[src/dfc_pkg.sv]
// Constants, tables and state types for the output function configuration block.
// Assumes a 100 MHz clock and a 12-bit output code.
`default_nettype none
package dfc_pkg;
  localparam int unsigned CLK_NS = 10;
  // Channel 0 and channel 1 configuration register offsets
  localparam logic [7:0] OUTPUT_FUNCTION_CONFIG_AT_18 = 8'h18;
  localparam logic [7:0] OUTPUT_FUNCTION_CONFIG_AT_06 = 8'h06;
  localparam logic [15:0] CFG_RESET = 16'h0000;
  localparam logic [15:0] RD_NONE   = 16'h0000;
  // Field positions
  localparam int B_CLR = 15, B_DEFER = 14, B_GROUP = 13, B_GEO = 7;
  localparam int PH_H = 12, PH_L = 11, WV_H = 10, WV_L = 8;
  localparam int STEP_H = 6, STEP_L = 4, INT_H = 3, INT_L = 0;
  localparam int RISE_H = 6, RISE_L = 4, FALL_H = 3, FALL_L = 1;
  localparam logic [1:0] PH_0 = 2'h0, PH_120 = 2'h1, PH_240 = 2'h2, PH_90 = 2'h3;
  localparam logic [2:0] WAVE_TRI = 3'h0, WAVE_SAW = 3'h1, WAVE_INV = 3'h2;
  localparam logic [2:0] WAVE_SINE = 3'h4, WAVE_OFF = 3'h7;
  localparam logic [3:0] INT_NONE = 4'h0;
  localparam logic [11:0] CODE_ZERO = 12'h000, CODE_MID = 12'h800, CODE_ONE = 12'h001;
  localparam int GEO_SHIFT = 5;  // One part in 32, i.e. 3.125 percent
  localparam logic [11:0] STEP_LSB [8] = '{12'h001, 12'h002, 12'h003, 12'h004,
                                          12'h006, 12'h008, 12'h010, 12'h020};
  typedef int unsigned dfc_lin_t [16];
  typedef int unsigned dfc_geo_t [8];
  // Step times in ns
  localparam dfc_lin_t LIN_NS = '{0, 4000, 8000, 12000, 18000, 27040, 40480, 60720, 91120,
                                  136720, 239200, 418640, 732560, 1282000, 2563960, 5127920};
  localparam dfc_geo_t GEO_NS = '{4000, 12000, 27040, 60720, 136720, 418640, 1282000, 5127920};
  // Least time rounds up, never below one cycle
  function automatic dfc_lin_t dfc_lin_cyc();
    dfc_lin_t r;
    for (int i = 0; i < 16; i++) begin
      r[i] = (LIN_NS[i] + CLK_NS - 1) / CLK_NS;
      if (r[i] == 0) r[i] = 1;
    end
    return r;
  endfunction
  function automatic dfc_geo_t dfc_geo_cyc();
    dfc_geo_t r;
    for (int i = 0; i < 8; i++) r[i] = (GEO_NS[i] + CLK_NS - 1) / CLK_NS;
    return r;
  endfunction
  typedef enum logic [1:0] {ST_IDLE, ST_RAMP, ST_WAVE} dfc_st_t;
  typedef struct packed {
    logic [15:0] cfg;
    logic [11:0] code;
    logic [11:0] pend;
    logic        pend_v;
    logic        up;
    logic [11:0] tgt;
    logic [19:0] cnt;
    dfc_st_t     st;
  } dfc_ch_t;
  typedef struct packed {
    dfc_ch_t [1:0] ch;
    logic          ls1;
    logic          ls2;
    logic          ls3;
    logic [15:0]   rd;
  } dfc_state_t;
endpackage
`default_nettype wire

[src/dfc_top.sv]
// Two-channel output function configuration: clear level, update timing,
// group-write gating, waveform generation and linear or geometric ramps.
// Assumes register writes arrive decoded from the serial host interface.
`timescale 1ns/100ps
`default_nettype none
module dfc_top
  import dfc_pkg::*;
#(
  parameter dfc_lin_t LIN_CYC = dfc_lin_cyc(),
  parameter dfc_geo_t GEO_CYC = dfc_geo_cyc()
) (
  input  wire logic             clk,
  input  wire logic             rst_b,
  input  wire logic             wr_en,
  input  wire logic [7:0]       wr_addr,
  input  wire logic [15:0]      wr_data,
  input  wire logic [7:0]       rd_addr,
  output logic      [15:0]      rd_data,
  input  wire logic [1:0]       data_wr,
  input  wire logic [1:0][11:0] data_code,
  input  wire logic             bcast_wr,
  input  wire logic [11:0]      bcast_code,
  input  wire logic             load_strobe,
  input  wire logic             load_trig,
  input  wire logic [1:0]       clr,
  input  wire logic [1:0]       ramp_hi_req,
  input  wire logic [1:0]       ramp_lo_req,
  input  wire logic [1:0][11:0] bound_hi,
  input  wire logic [1:0][11:0] bound_lo,
  output logic      [1:0][11:0] out_code
);
  localparam logic [7:0] CFG_ADDR [2] = '{OUTPUT_FUNCTION_CONFIG_AT_18,
                                         OUTPUT_FUNCTION_CONFIG_AT_06};
  dfc_state_t q_r;
  dfc_state_t q_nxt;
  logic       ld_evt;

  // Step reload picks the table by ramp kind and direction
  function automatic logic [19:0] reload(input logic [15:0] cfg, input logic up);
    if (cfg[B_GEO]) begin
      return 20'(GEO_CYC[up ? cfg[RISE_H:RISE_L] : cfg[FALL_H:FALL_L]] - 1);
    end
    return 20'(LIN_CYC[cfg[INT_H:INT_L]] - 1);
  endfunction

  // Falling load strobe, seen after the two-stage synchroniser
  assign ld_evt = q_r.ls3 & ~q_r.ls2;

  // Next state; priority is clear, config, ramp request, data, load, step
  always_comb begin
    dfc_ch_t     c;
    dfc_ch_t     n;
    logic [12:0] sum;
    logic [11:0] d, span, hi_l, lo_l;
    logic        hit, wave_ok, cfg_hit, grp;
    c = '0; n = '0; sum = '0; d = '0; span = '0; hi_l = '0; lo_l = '0;
    hit = 1'b0; wave_ok = 1'b0; cfg_hit = 1'b0; grp = 1'b0;
    q_nxt = q_r;
    q_nxt.ls1 = load_strobe;
    q_nxt.ls2 = q_r.ls1;
    q_nxt.ls3 = q_r.ls2;
    q_nxt.rd = RD_NONE;
    for (int i = 0; i < 2; i++) begin
      c = q_r.ch[i];
      n = c;
      hit = 1'b0;
      cfg_hit = wr_en && (wr_addr == CFG_ADDR[i]);
      grp = bcast_wr && c.cfg[B_GROUP];
      if (rd_addr == CFG_ADDR[i]) q_nxt.rd = c.cfg;
      // Step size: geometric is a fraction of the code, at least one LSB
      if (c.cfg[B_GEO]) begin
        d = ((c.code >> GEO_SHIFT) == CODE_ZERO) ? CODE_ONE : (c.code >> GEO_SHIFT);
      end else begin
        d = STEP_LSB[c.cfg[STEP_H:STEP_L]];
      end
      hi_l = (c.st == ST_WAVE) ? bound_hi[i] : c.tgt;
      lo_l = (c.st == ST_WAVE) ? bound_lo[i] : c.tgt;
      sum = {1'b0, c.code} + {1'b0, d};
      if (clr[i]) begin
        n.code = c.cfg[B_CLR] ? CODE_MID : CODE_ZERO;
        n.st = ST_IDLE;
        n.pend_v = 1'b0;
      end else if (cfg_hit) begin
        n.cfg = wr_data;
        wave_ok = (wr_data[WV_H:WV_L] == WAVE_TRI) || (wr_data[WV_H:WV_L] == WAVE_SAW) ||
                  (wr_data[WV_H:WV_L] == WAVE_INV) || (wr_data[WV_H:WV_L] == WAVE_SINE);
        span = bound_hi[i] - bound_lo[i];
        // Interval zero cannot pace a waveform, so it does not start one
        if (wave_ok && wr_data[INT_H:INT_L] != INT_NONE) begin
          n.st = ST_WAVE;
          case (wr_data[PH_H:PH_L])
            PH_0: begin
              n.code = bound_lo[i];
              n.up = 1'b1;
            end
            PH_120: begin
              n.code = bound_lo[i] + (span >> 1) + (span >> 3) + (span >> 5);
              n.up = 1'b1;
            end
            PH_240: begin
              n.code = bound_hi[i] - (span >> 2) - (span >> 4) - (span >> 6);
              n.up = 1'b0;
            end
            default: begin
              n.code = bound_lo[i] + (span >> 1);
              n.up = 1'b1;
            end
          endcase
          if (wr_data[WV_H:WV_L] == WAVE_SAW) n.up = 1'b1;
          if (wr_data[WV_H:WV_L] == WAVE_INV) n.up = 1'b0;
          n.cnt = reload(wr_data, n.up);
        end else if (c.st == ST_WAVE) begin
          n.st = ST_IDLE;
        end
      end else if (ramp_hi_req[i] || ramp_lo_req[i]) begin
        n.tgt = ramp_hi_req[i] ? bound_hi[i] : bound_lo[i];
        n.up = ramp_hi_req[i];
        if (!c.cfg[B_GEO] && c.cfg[INT_H:INT_L] == INT_NONE) begin
          n.code = n.tgt;
          n.st = ST_IDLE;
        end else begin
          n.st = ST_RAMP;
          n.cnt = reload(c.cfg, n.up);
          if (c.cfg[B_GEO] && ramp_hi_req[i] && c.code == CODE_ZERO) n.code = CODE_ONE;
        end
      end else if (data_wr[i] || grp) begin
        // A load in the same cycle as a deferred write takes the new data
        if (c.cfg[B_DEFER] && !(ld_evt || load_trig)) begin
          n.pend = data_wr[i] ? data_code[i] : bcast_code;
          n.pend_v = 1'b1;
        end else begin
          n.code = data_wr[i] ? data_code[i] : bcast_code;
          n.pend_v = 1'b0;
          n.st = ST_IDLE;
        end
      end else if ((ld_evt || load_trig) && c.pend_v) begin
        n.code = c.pend;
        n.pend_v = 1'b0;
        n.st = ST_IDLE;
      end else if (c.st != ST_IDLE) begin
        if (c.cnt != 20'h0_0000) begin
          n.cnt = c.cnt - 20'h0_0001;
        end else begin
          // Snap to the bound rather than overshoot it
          if (c.up) begin
            hit = (sum >= {1'b0, hi_l});
            n.code = hit ? hi_l : sum[11:0];
          end else begin
            hit = ({1'b0, c.code} <= ({1'b0, lo_l} + {1'b0, d}));
            n.code = hit ? lo_l : (c.code - d);
          end
          if (hit && c.st == ST_RAMP) n.st = ST_IDLE;
          if (hit && c.st == ST_WAVE) begin
            // Sine follows the triangle path: no curve table is held
            case (c.cfg[WV_H:WV_L])
              WAVE_SAW: n.code = lo_l;
              WAVE_INV: n.code = hi_l;
              default:  n.up = ~c.up;
            endcase
          end
          n.cnt = reload(c.cfg, n.up);
        end
      end
      q_nxt.ch[i] = n;
    end
  end

  // One register stage holds all state
  always_ff @(posedge clk or negedge rst_b) begin
    if (!rst_b) begin
      q_r <= '0;
      q_r.ls1 <= 1'b1;
      q_r.ls2 <= 1'b1;
      q_r.ls3 <= 1'b1;
    end else begin
      q_r <= q_nxt;
    end
  end

  assign rd_data = q_r.rd;
  assign out_code[0] = q_r.ch[0].code;
  assign out_code[1] = q_r.ch[1].code;

  // Checks on channel 0
  dfc_ch_t     c0;
  logic        cfg0, quiet0, step0;
  logic [2:0]  step_f0, rise_f0, fall_f0;
  logic [3:0]  int_f0;
  logic [11:0] gd0, jt0;
  assign c0 = q_r.ch[0];
  assign cfg0 = wr_en && (wr_addr == OUTPUT_FUNCTION_CONFIG_AT_18);
  assign quiet0 = !clr[0] && !cfg0 && !ramp_hi_req[0] && !ramp_lo_req[0] && !data_wr[0] &&
                  !(bcast_wr && c0.cfg[B_GROUP]) && !((ld_evt || load_trig) && c0.pend_v);
  assign step0 = quiet0 && c0.st != ST_IDLE && c0.cnt == 20'h0_0000;
  assign step_f0 = c0.cfg[STEP_H:STEP_L];
  assign rise_f0 = c0.cfg[RISE_H:RISE_L];
  assign fall_f0 = c0.cfg[FALL_H:FALL_L];
  assign int_f0 = c0.cfg[INT_H:INT_L];
  assign gd0 = (c0.code < 12'h0020) ? CODE_ONE : {5'h00, c0.code[11:5]};
  // Jump target of a ramp request; the upper bound wins when both ask
  assign jt0 = ramp_hi_req[0] ? bound_hi[0] : bound_lo[0];
endmodule
`default_nettype wire

[config.mk]
export PLATFORM = sky130hd
export DESIGN_NAME = dfc_top
export DESIGN_NICKNAME = d
export VERILOG_FILES = /design/src/dfc_pkg.sv /design/src/dfc_top.sv
export SDC_FILE = /design/constraint.sdc
export NUM_CORES = 1
export LEC_CHECK = 0
export ABC_AREA = 0
export ABC_CLOCK_PERIOD_IN_PS = 8000
export BUFFER_PORTS_ARGS = -buffer_cell sky130_fd_sc_hd__clkbuf_2
export CORE_MARGIN = 2
export CORE_UTILIZATION = 50
export CTS_CLUSTER_DIAMETER = 100
export DETAILED_ROUTE_END_ITERATION = 12
export PLACE_DENSITY = 0.68
export REMOVE_ABC_BUFFERS = 1
export SLEW_MARGIN = 20
export SYNTH_ARGS = -nofsm -noshare
export SYNTH_HDL_FRONTEND = slang
export SYNTH_SLANG_ARGS = --single-unit
[constraint.sdc]
create_clock -name clk -period 8 [get_ports clk]
set_input_delay 1.2 -clock clk [delete_from_list [all_inputs] [get_ports clk]]
set_output_delay 1.2 -clock clk [all_outputs]
set_load 0.1 [all_outputs]
* After elaboration in Yosys (flattened, before gate mapping)
Memories as Yosys holds them, arrays and structs flattened.
Cells that the tools add are included.
** Storage, ports and cells
- Memories :: 11
- Register bits :: 171
- Word-level logic and storage cells :: 430
- Output and inout port bits :: 40
- Memory bits (read-only) :: 3264
- Input port bits :: 130
** Cells by class
- Reductions and logical operators :: 69
- Add/sub/neg operators :: 31
- Muxes and demuxes :: 222
- Bitwise logic cells :: 21
- $lt $le $gt $ge :: 15
- Equal/unequal tests :: 41
** Memory list
- (no name shown) :: depth 16, width 32, rd ports 1, clocked after memory_dff 0, wr ports 0, line dfc_top.sv:43 : return 20'(LIN_CYC[cfg[INT_H:INT_L]] - 1);
- (no name shown) :: depth 16, width 32, rd ports 1, clocked after memory_dff 0, wr ports 0, line dfc_top.sv:43
- (no name shown) :: depth 16, width 32, rd ports 1, clocked after memory_dff 0, wr ports 0, line dfc_top.sv:43
- (no name shown) :: depth 8, width 32, rd ports 1, clocked after memory_dff 0, wr ports 0, line dfc_top.sv:41 : return 20'(GEO_CYC[up ? cfg[RISE_H:RISE_L] : cfg[FALL_H:FALL_L]] - 1);
- (no name shown) :: depth 8, width 32, rd ports 1, clocked after memory_dff 0, wr ports 0, line dfc_top.sv:41
- (no name shown) :: depth 8, width 32, rd ports 1, clocked after memory_dff 0, wr ports 0, line dfc_top.sv:41
- 5 more memories
** Operator list (number)
- $mux W20 :: 40
- $mux W12 :: 46
- $sub A20 B1 Y20 const B :: 11
- $mux W22 :: 6
- $mux W1 :: 100
- $pmux W12 S3 :: 2
- $add A12 B12 Y13 :: 4
- $logic_not A12 Y1 :: 4
- $pmux W12 S2 :: 2
- $sub A12 B12 Y12 :: 4
- $reduce_bool A20 Y1 :: 2
- $ge A4 B4 Y1 const B :: 8
- $mux W16 :: 2
- $mux W2 :: 16
- $not A3 Y4 :: 8
- $reduce_and A5 Y1 :: 6
- $ge A13 B12 Y1 :: 2
- $le A12 B13 Y1 :: 2
- $add A12 B11 Y12 :: 2
- $add A12 B7 Y12 :: 2
- $add A12 B9 Y12 :: 2
- $ne A3 B3 Y1 const B :: 8
- $reduce_and A6 Y1 :: 4
- $reduce_bool A6 Y1 :: 4
- 35 further kinds :: 112

* Longest topological paths before layout
- Depth after elaboration :: 39
- Gate-level depth with buffers :: 33
- Mapped depth without buffers :: 32

* Worst setup path after synthesis
OpenSTA, ideal clock, no wires.
- Path kind :: input port to flip-flop
- From :: in bound_hi[12] (netlist name)
- To :: reg q_r (netlist bit out_code[22])
- Cell stages on the path :: 25
- Setup slack :: 1.737 ns
- Path buffers :: 0
- Data required time :: 7.913 ns
- Setup time :: 0.087 ns
- Data arrival time :: 6.177 ns
- Path through :: inv_1 > nand2_1 > fa_1 > a21o_1 > a21oi_1 > o21bai_1 > a21oi_1 > o21bai_1 > a21oi_1 > o21bai_1 > a21oi_1 > xnor2_1 > inv_1 > fa_1 > fa_1 > ha_1 > o21ai_0 > a21oi_1 > o41ai_1 > o21ai_0 > xnor2_1 > o21ai_0 > a21oi_1 > or4_1 > o211ai_1
** On the way
- Word-level cells in the longest chain between the ends :: 19
- Elaborated cells between the ends (all ways) :: 31
- Those cells by class :: add/sub: 7; order compare: 1; mux: 22; reduce/logical: 1
** Ends and longest elaborated chain
- start: declaration :: line dfc_top.sv:28 : input wire logic [1:0][11:0] bound_hi,
- parallel branches: the longest is 17 deep, another holds $sub A12 B12 Y12
- $mux W12 * :: line dfc_top.sv:83 : end else if (cfg_hit) begin
- $mux W12 * :: line dfc_top.sv:79 : if (clr[i]) begin
- end signal: assignment :: line dfc_top.sv:176 : q_r <= q_nxt;
- end: declaration :: line dfc_top.sv:34 : dfc_state_t q_r;
Mark *: on every way between the ends. The select of a mux whose other input is x is not followed.
A chain may end at the register's enable or synchronous reset.

* Final worst setup path
- From :: reg q_r (netlist bit c0[64])
- To :: reg q_r (netlist bit c0[8])
** On the way
- Word-level cells in the longest chain between the ends :: 38
- Elaborated cells between the ends (all ways) :: 49
- Those cells by class :: add/sub: 4; order compare: 2; mux: 36; bitwise: 3; reduce/logical: 1; memory: 3
** Ends and longest elaborated chain
- $not A3 Y4 (not written as such) :: line dfc_top.sv:74 : d = STEP_LSB[c.cfg[STEP_H:STEP_L]];
- $mem_v2 Z8 W12
- $mux W12 (not written as such) (2 in series) :: line dfc_top.sv:74
- $mux W12 :: line dfc_top.sv:71 : if (c.cfg[B_GEO]) begin
- $add A12 B12 Y13 (on tied branches) :: line dfc_top.sv:149, dfc_top.sv:78
- $le A12 B13 Y1 / $ge A13 B12 Y1 (equally long branches) :: line dfc_top.sv:149, dfc_top.sv:146
- $mux W1 :: line dfc_top.sv:145 : if (c.up) begin
- $mux W1 :: line dfc_top.sv:141 : if (c.cnt != 20'h0_0000) begin
- (+21 left out)
- $mux W20 :: line dfc_top.sv:40 : if (cfg[B_GEO]) begin
- $mux W20 :: line dfc_top.sv:43
- $mux W20 :: line dfc_top.sv:141
- $mux W22 :: line dfc_top.sv:140 : end else if (c.st != ST_IDLE) begin
- $mux W20 :: line dfc_top.sv:136 : end else if ((ld_evt || load_trig) && c.pend_v) begin
- $mux W20 :: line dfc_top.sv:126 : end else if (data_wr[i] || grp) begin
- $mux W22 * :: line dfc_top.sv:115 : end else if (ramp_hi_req[i] || ramp_lo_req[i]) begin
- $mux W22 * :: line dfc_top.sv:83
Mark *: on every way between the ends. The rest lies on a longest branch, timed or not. The select of a mux whose other input is x is not followed.

==> key figures <==
Status
  • Status: complete, no violations

Logic synthesis
  • Ys Warns: 0
  • Synth top area cells: dfrtp_1 17%, ha_1 12%, a21oi_1 5.4%, o21ai_0 5.1%, fa_1 4.5%
  • Ys flop type: dfrtp_1
  • #FFs+latches synth: 171
  • Number of enable flip-flop cells after synthesis: 0
  • Mean Syn Cell Area: 7.65 µm²
  • Netlist cell types: 98
  • Synth top area share: 0.170
  • Area leader, netlist: dfrtp_1
  • Mapped Cells: 3228
  • Seq/Total Area, Yosys: 0.173
  • FFs w/ async S/R, synth: 1.00
  • Post-Syn Area: 24700 µm²

CTS
  • Clock sink count: 171
  • Post-CTS sizing: 0
  • Buffer depth of the longest clock path: 2
  • Root buf cell: clkbuf_16
  • H-tree levels: 4
  • Post-CTS setup buffers: 0
  • CTS Buf Count: 17
  • CTS tree: built
  • Clk Latency, worst-skew pair: roughly 500 ps
  • Clock Pin Slew Worst Setup and Hold Paths: around 90 ps
  • Hold_buf cts: 0

Floorplan
  • FP Rows: 81
  • # IOs: between 150 and 200
  • Die Y: between 200 and 250 µm
  • Full die area: a little over 50000 µm²
  • Core ar.: 48800 µm²
  • Initial Utilization: 0.506
  • Die X: roughly 230 µm

STA
  • Final Hold Viols: 0
  • Rel. slew slack: 0.264
  • Unrepaired setup endpoints after global routing: no
  • Setup TNS: 0 ps
  • Worst-Margin Slew: 1100 ps
  • Final period utilization: 0.913
  • Tmin final: around 7300 ps
  • F_max: 0.137 GHz
  • Pins over their slew limit: 0
  • Final Setup Violations: 0
  • Worst Skew: between 20 and 25 ps

Place
  • DP HPWL: about 75000 µm
  • PortBufs: around 170
  • # placed instances: between 3000 and 4000
  • Gpl congestion: approximately 0.97

Detailed routing
  • Detail Route Antenna Nets: 0
  • DRC Markers: 0
  • Vias/cell: between 6 and 7
  • Overall routed net length: about 96000 µm
  • Pre-antenna DRT Iters: 6
  • Starting DRT DRC Count: roughly 2600
  • Drt wl/cell: around 24 µm
  • DR vias: ~26000

Power
  • Maximum VDD drop: 0.357 mV
  • P_leak: approximately 12 nW
  • Pwr per Cell Area: 225 nW/µm²

GRT
  • Total gr overflow: 0
  • First-pass GRT wire length: roughly 140000 µm
  • Total Routing Usage GR: 0.370
  • Number of global-route vias before repair: 24200
  • Largest net degree at the start of global routing: around 100
  • Initial antenna violation count: 1

Finish
  • Non-Filler Instances: 3952
  • Final net count: approximately 3700
  • Commonest non-fill, non-tap cell in the layout: nand2_1
  • Commonest cells after routing, fill and taps aside: 298 x nand2_1, 278 x nor2_1, 266 x a21oi_1
  • Layout area overhead: 7.49%
  • Filler instances: ~4700
  • Share of cells above drive strength 1: 0.110

Setup path
  • Worst setup SP type: flip-flop
  • Crit-path max FO: 9
  • Worst Path Arrival: just under 8000 ps
  • WS Path Type: reg -> reg
  • CP max stage cell: o21ai_0
  • R2R Path End: c0[8]
  • CP peak stage delay: around 660 ps
  • Worst r2r src: c0[64]
  • Worst path most repeated cell: ha_1
  • CP Capture Type: flip-flop
  • CP required: about 8400 ps
  • Minimum setup slack among reg-to-reg paths: between 600 and 700 ps
  • Reg2reg path depth: 25

Hold path
  • Hold endpoint: q_nxt[16]
  • Min-delay src: q_nxt[17]
  • Hold Path Depth: 0
  • Tightest Hold Check Type: reg -> reg

Flow run
  • Max-cap check violation count: 0
==> synth_stat cells (30+ instances only) <==
| cell | count |
|---|---|
| o22ai_1 | 41 |
| dfrtp_1 | 168 |
| buf_4 | 42 |
| clkbuf_1 | 128 |
| o211ai_1 | 55 |
| nor2b_1 | 40 |
| xnor2_1 | 90 |
| mux2i_1 | 85 |
| a211oi_1 | 49 |
| fa_1 | 56 |
| ha_1 | 245 |
| nand3_1 | 51 |
| nor3_1 | 88 |
| and2_1 | 34 |
| inv_1 | 210 |
| o21ai_0 | 253 |
| nand2b_1 | 47 |
| a31oi_1 | 44 |
| a21oi_1 | 266 |
| nor2_1 | 280 |
| a21o_1 | 30 |
| xor2_1 | 67 |
| nand2_1 | 298 |
| o21bai_1 | 30 |
==> layer usage <==
metal / part of all wire / global-route usage / up-vias
li1: - / - / 11800
met1: 0.43 / 0.508 / 12300
met2: 0.44 / 0.568 / 1391
met3: 0.092 / 0.0701 / 234
met4: 0.043 / 0.159 / 0
met5: 0 / 0 / -
==> logic make-up (layout without fill, tap and decap cells) <==
family | count (synthesis) | in the layout | synth area share
simple gates | 1003 | 1003 | 0.194
flops | 171 | 171 | 0.173
other cells | 0 | 1 | 0
xor+xnor | 157 | 157 | 0.0557
mux | 126 | 126 | 0.0600
buf+inv | 422 | 481 | 0.0716
compound gates | 1048 | 1048 | 0.276
fa+ha+maj | 301 | 301 | 0.169
==> per-stage QoR <==
stage | area [µm²] | total power, mW | worst slack, ps | util | hold WS (ps)
final | 26600 | 5.96 | 696 | 0.544 | 359
after global routing | 26600 | 6.45 | 220 | 0.544 | 364
after CTS | 26500 | 5.92 | 768 | 0.543 | 361
after detailed placement | 25900 | 5.02 | 756 | 0.531 | 349
after global placement | 25900 | 4.93 | 863 | 0.531 | 347
after floorplan | 23700 | 3.95 | 984 | - | 345
==> worst max-delay path: cells and delay by family (launching register included) <==
family	cells	cell delay, ps
AO/OA/AOI/OAI	13	3940
multiplexers	1	50
adder cells (fa/ha/maj)	4	1240
XOR/XNOR	2	270
buffers and inverters	2	440
AND/OR/NAND/NOR	3	640
flip-flops	1	630
==> area by class of cell <==
class / instances / area (µm²) / share of cell area
Clock buffer: 17 / 425 / 0.0160
Sequential cell: 171 / 4280 / 0.161
Timing Repair Buffer: 234 / 1340 / 0.0506
Tap cell: 664 / 831 / 0.0313
Antenna cell: 1 / 2.50 / 0.0000942
Multi-Input combinational cell: 2635 / 18700 / 0.703
Inverter: 215 / 807 / 0.0304
Clock inverter: 15 / 185 / 0.00697
==> power breakdown <==
| part | switching [mW] | total (mW) | internal [mW] |
|---|---|---|---|
| Clock | 0.469 | 0.895 | 0.426 |
| Sequential | 0.0914 | 1.02 | 0.930 |
| Combinational | 2.38 | 4.05 | 1.67 |
| Total | 2.94 | 5.96 | 3.02 |
==> sequential cells by signal (all words and copies together), names as in the netlist <==
signal	flops
q_nxt	2
rd_data	16
c0	64
out_code	24
q_r	65
==> worst max-delay path by stage <==
stage | startpoint | endpoint | slack, ps | depth (start not counted)
floorplan | out_code[7] | c0[10] | 980 | 26
global placement | bound_lo[12] | q_r[110] | 860 | 28
detailed placement | bound_lo[12] | q_r[110] | 760 | 28
CTS | c0[64] | c0[8] | 770 | 25
global route | c0[64] | c0[10] | 220 | 25
finish | c0[64] | c0[8] | 700 | 25
Note: power is estimated with default switching activity, not from simulation.
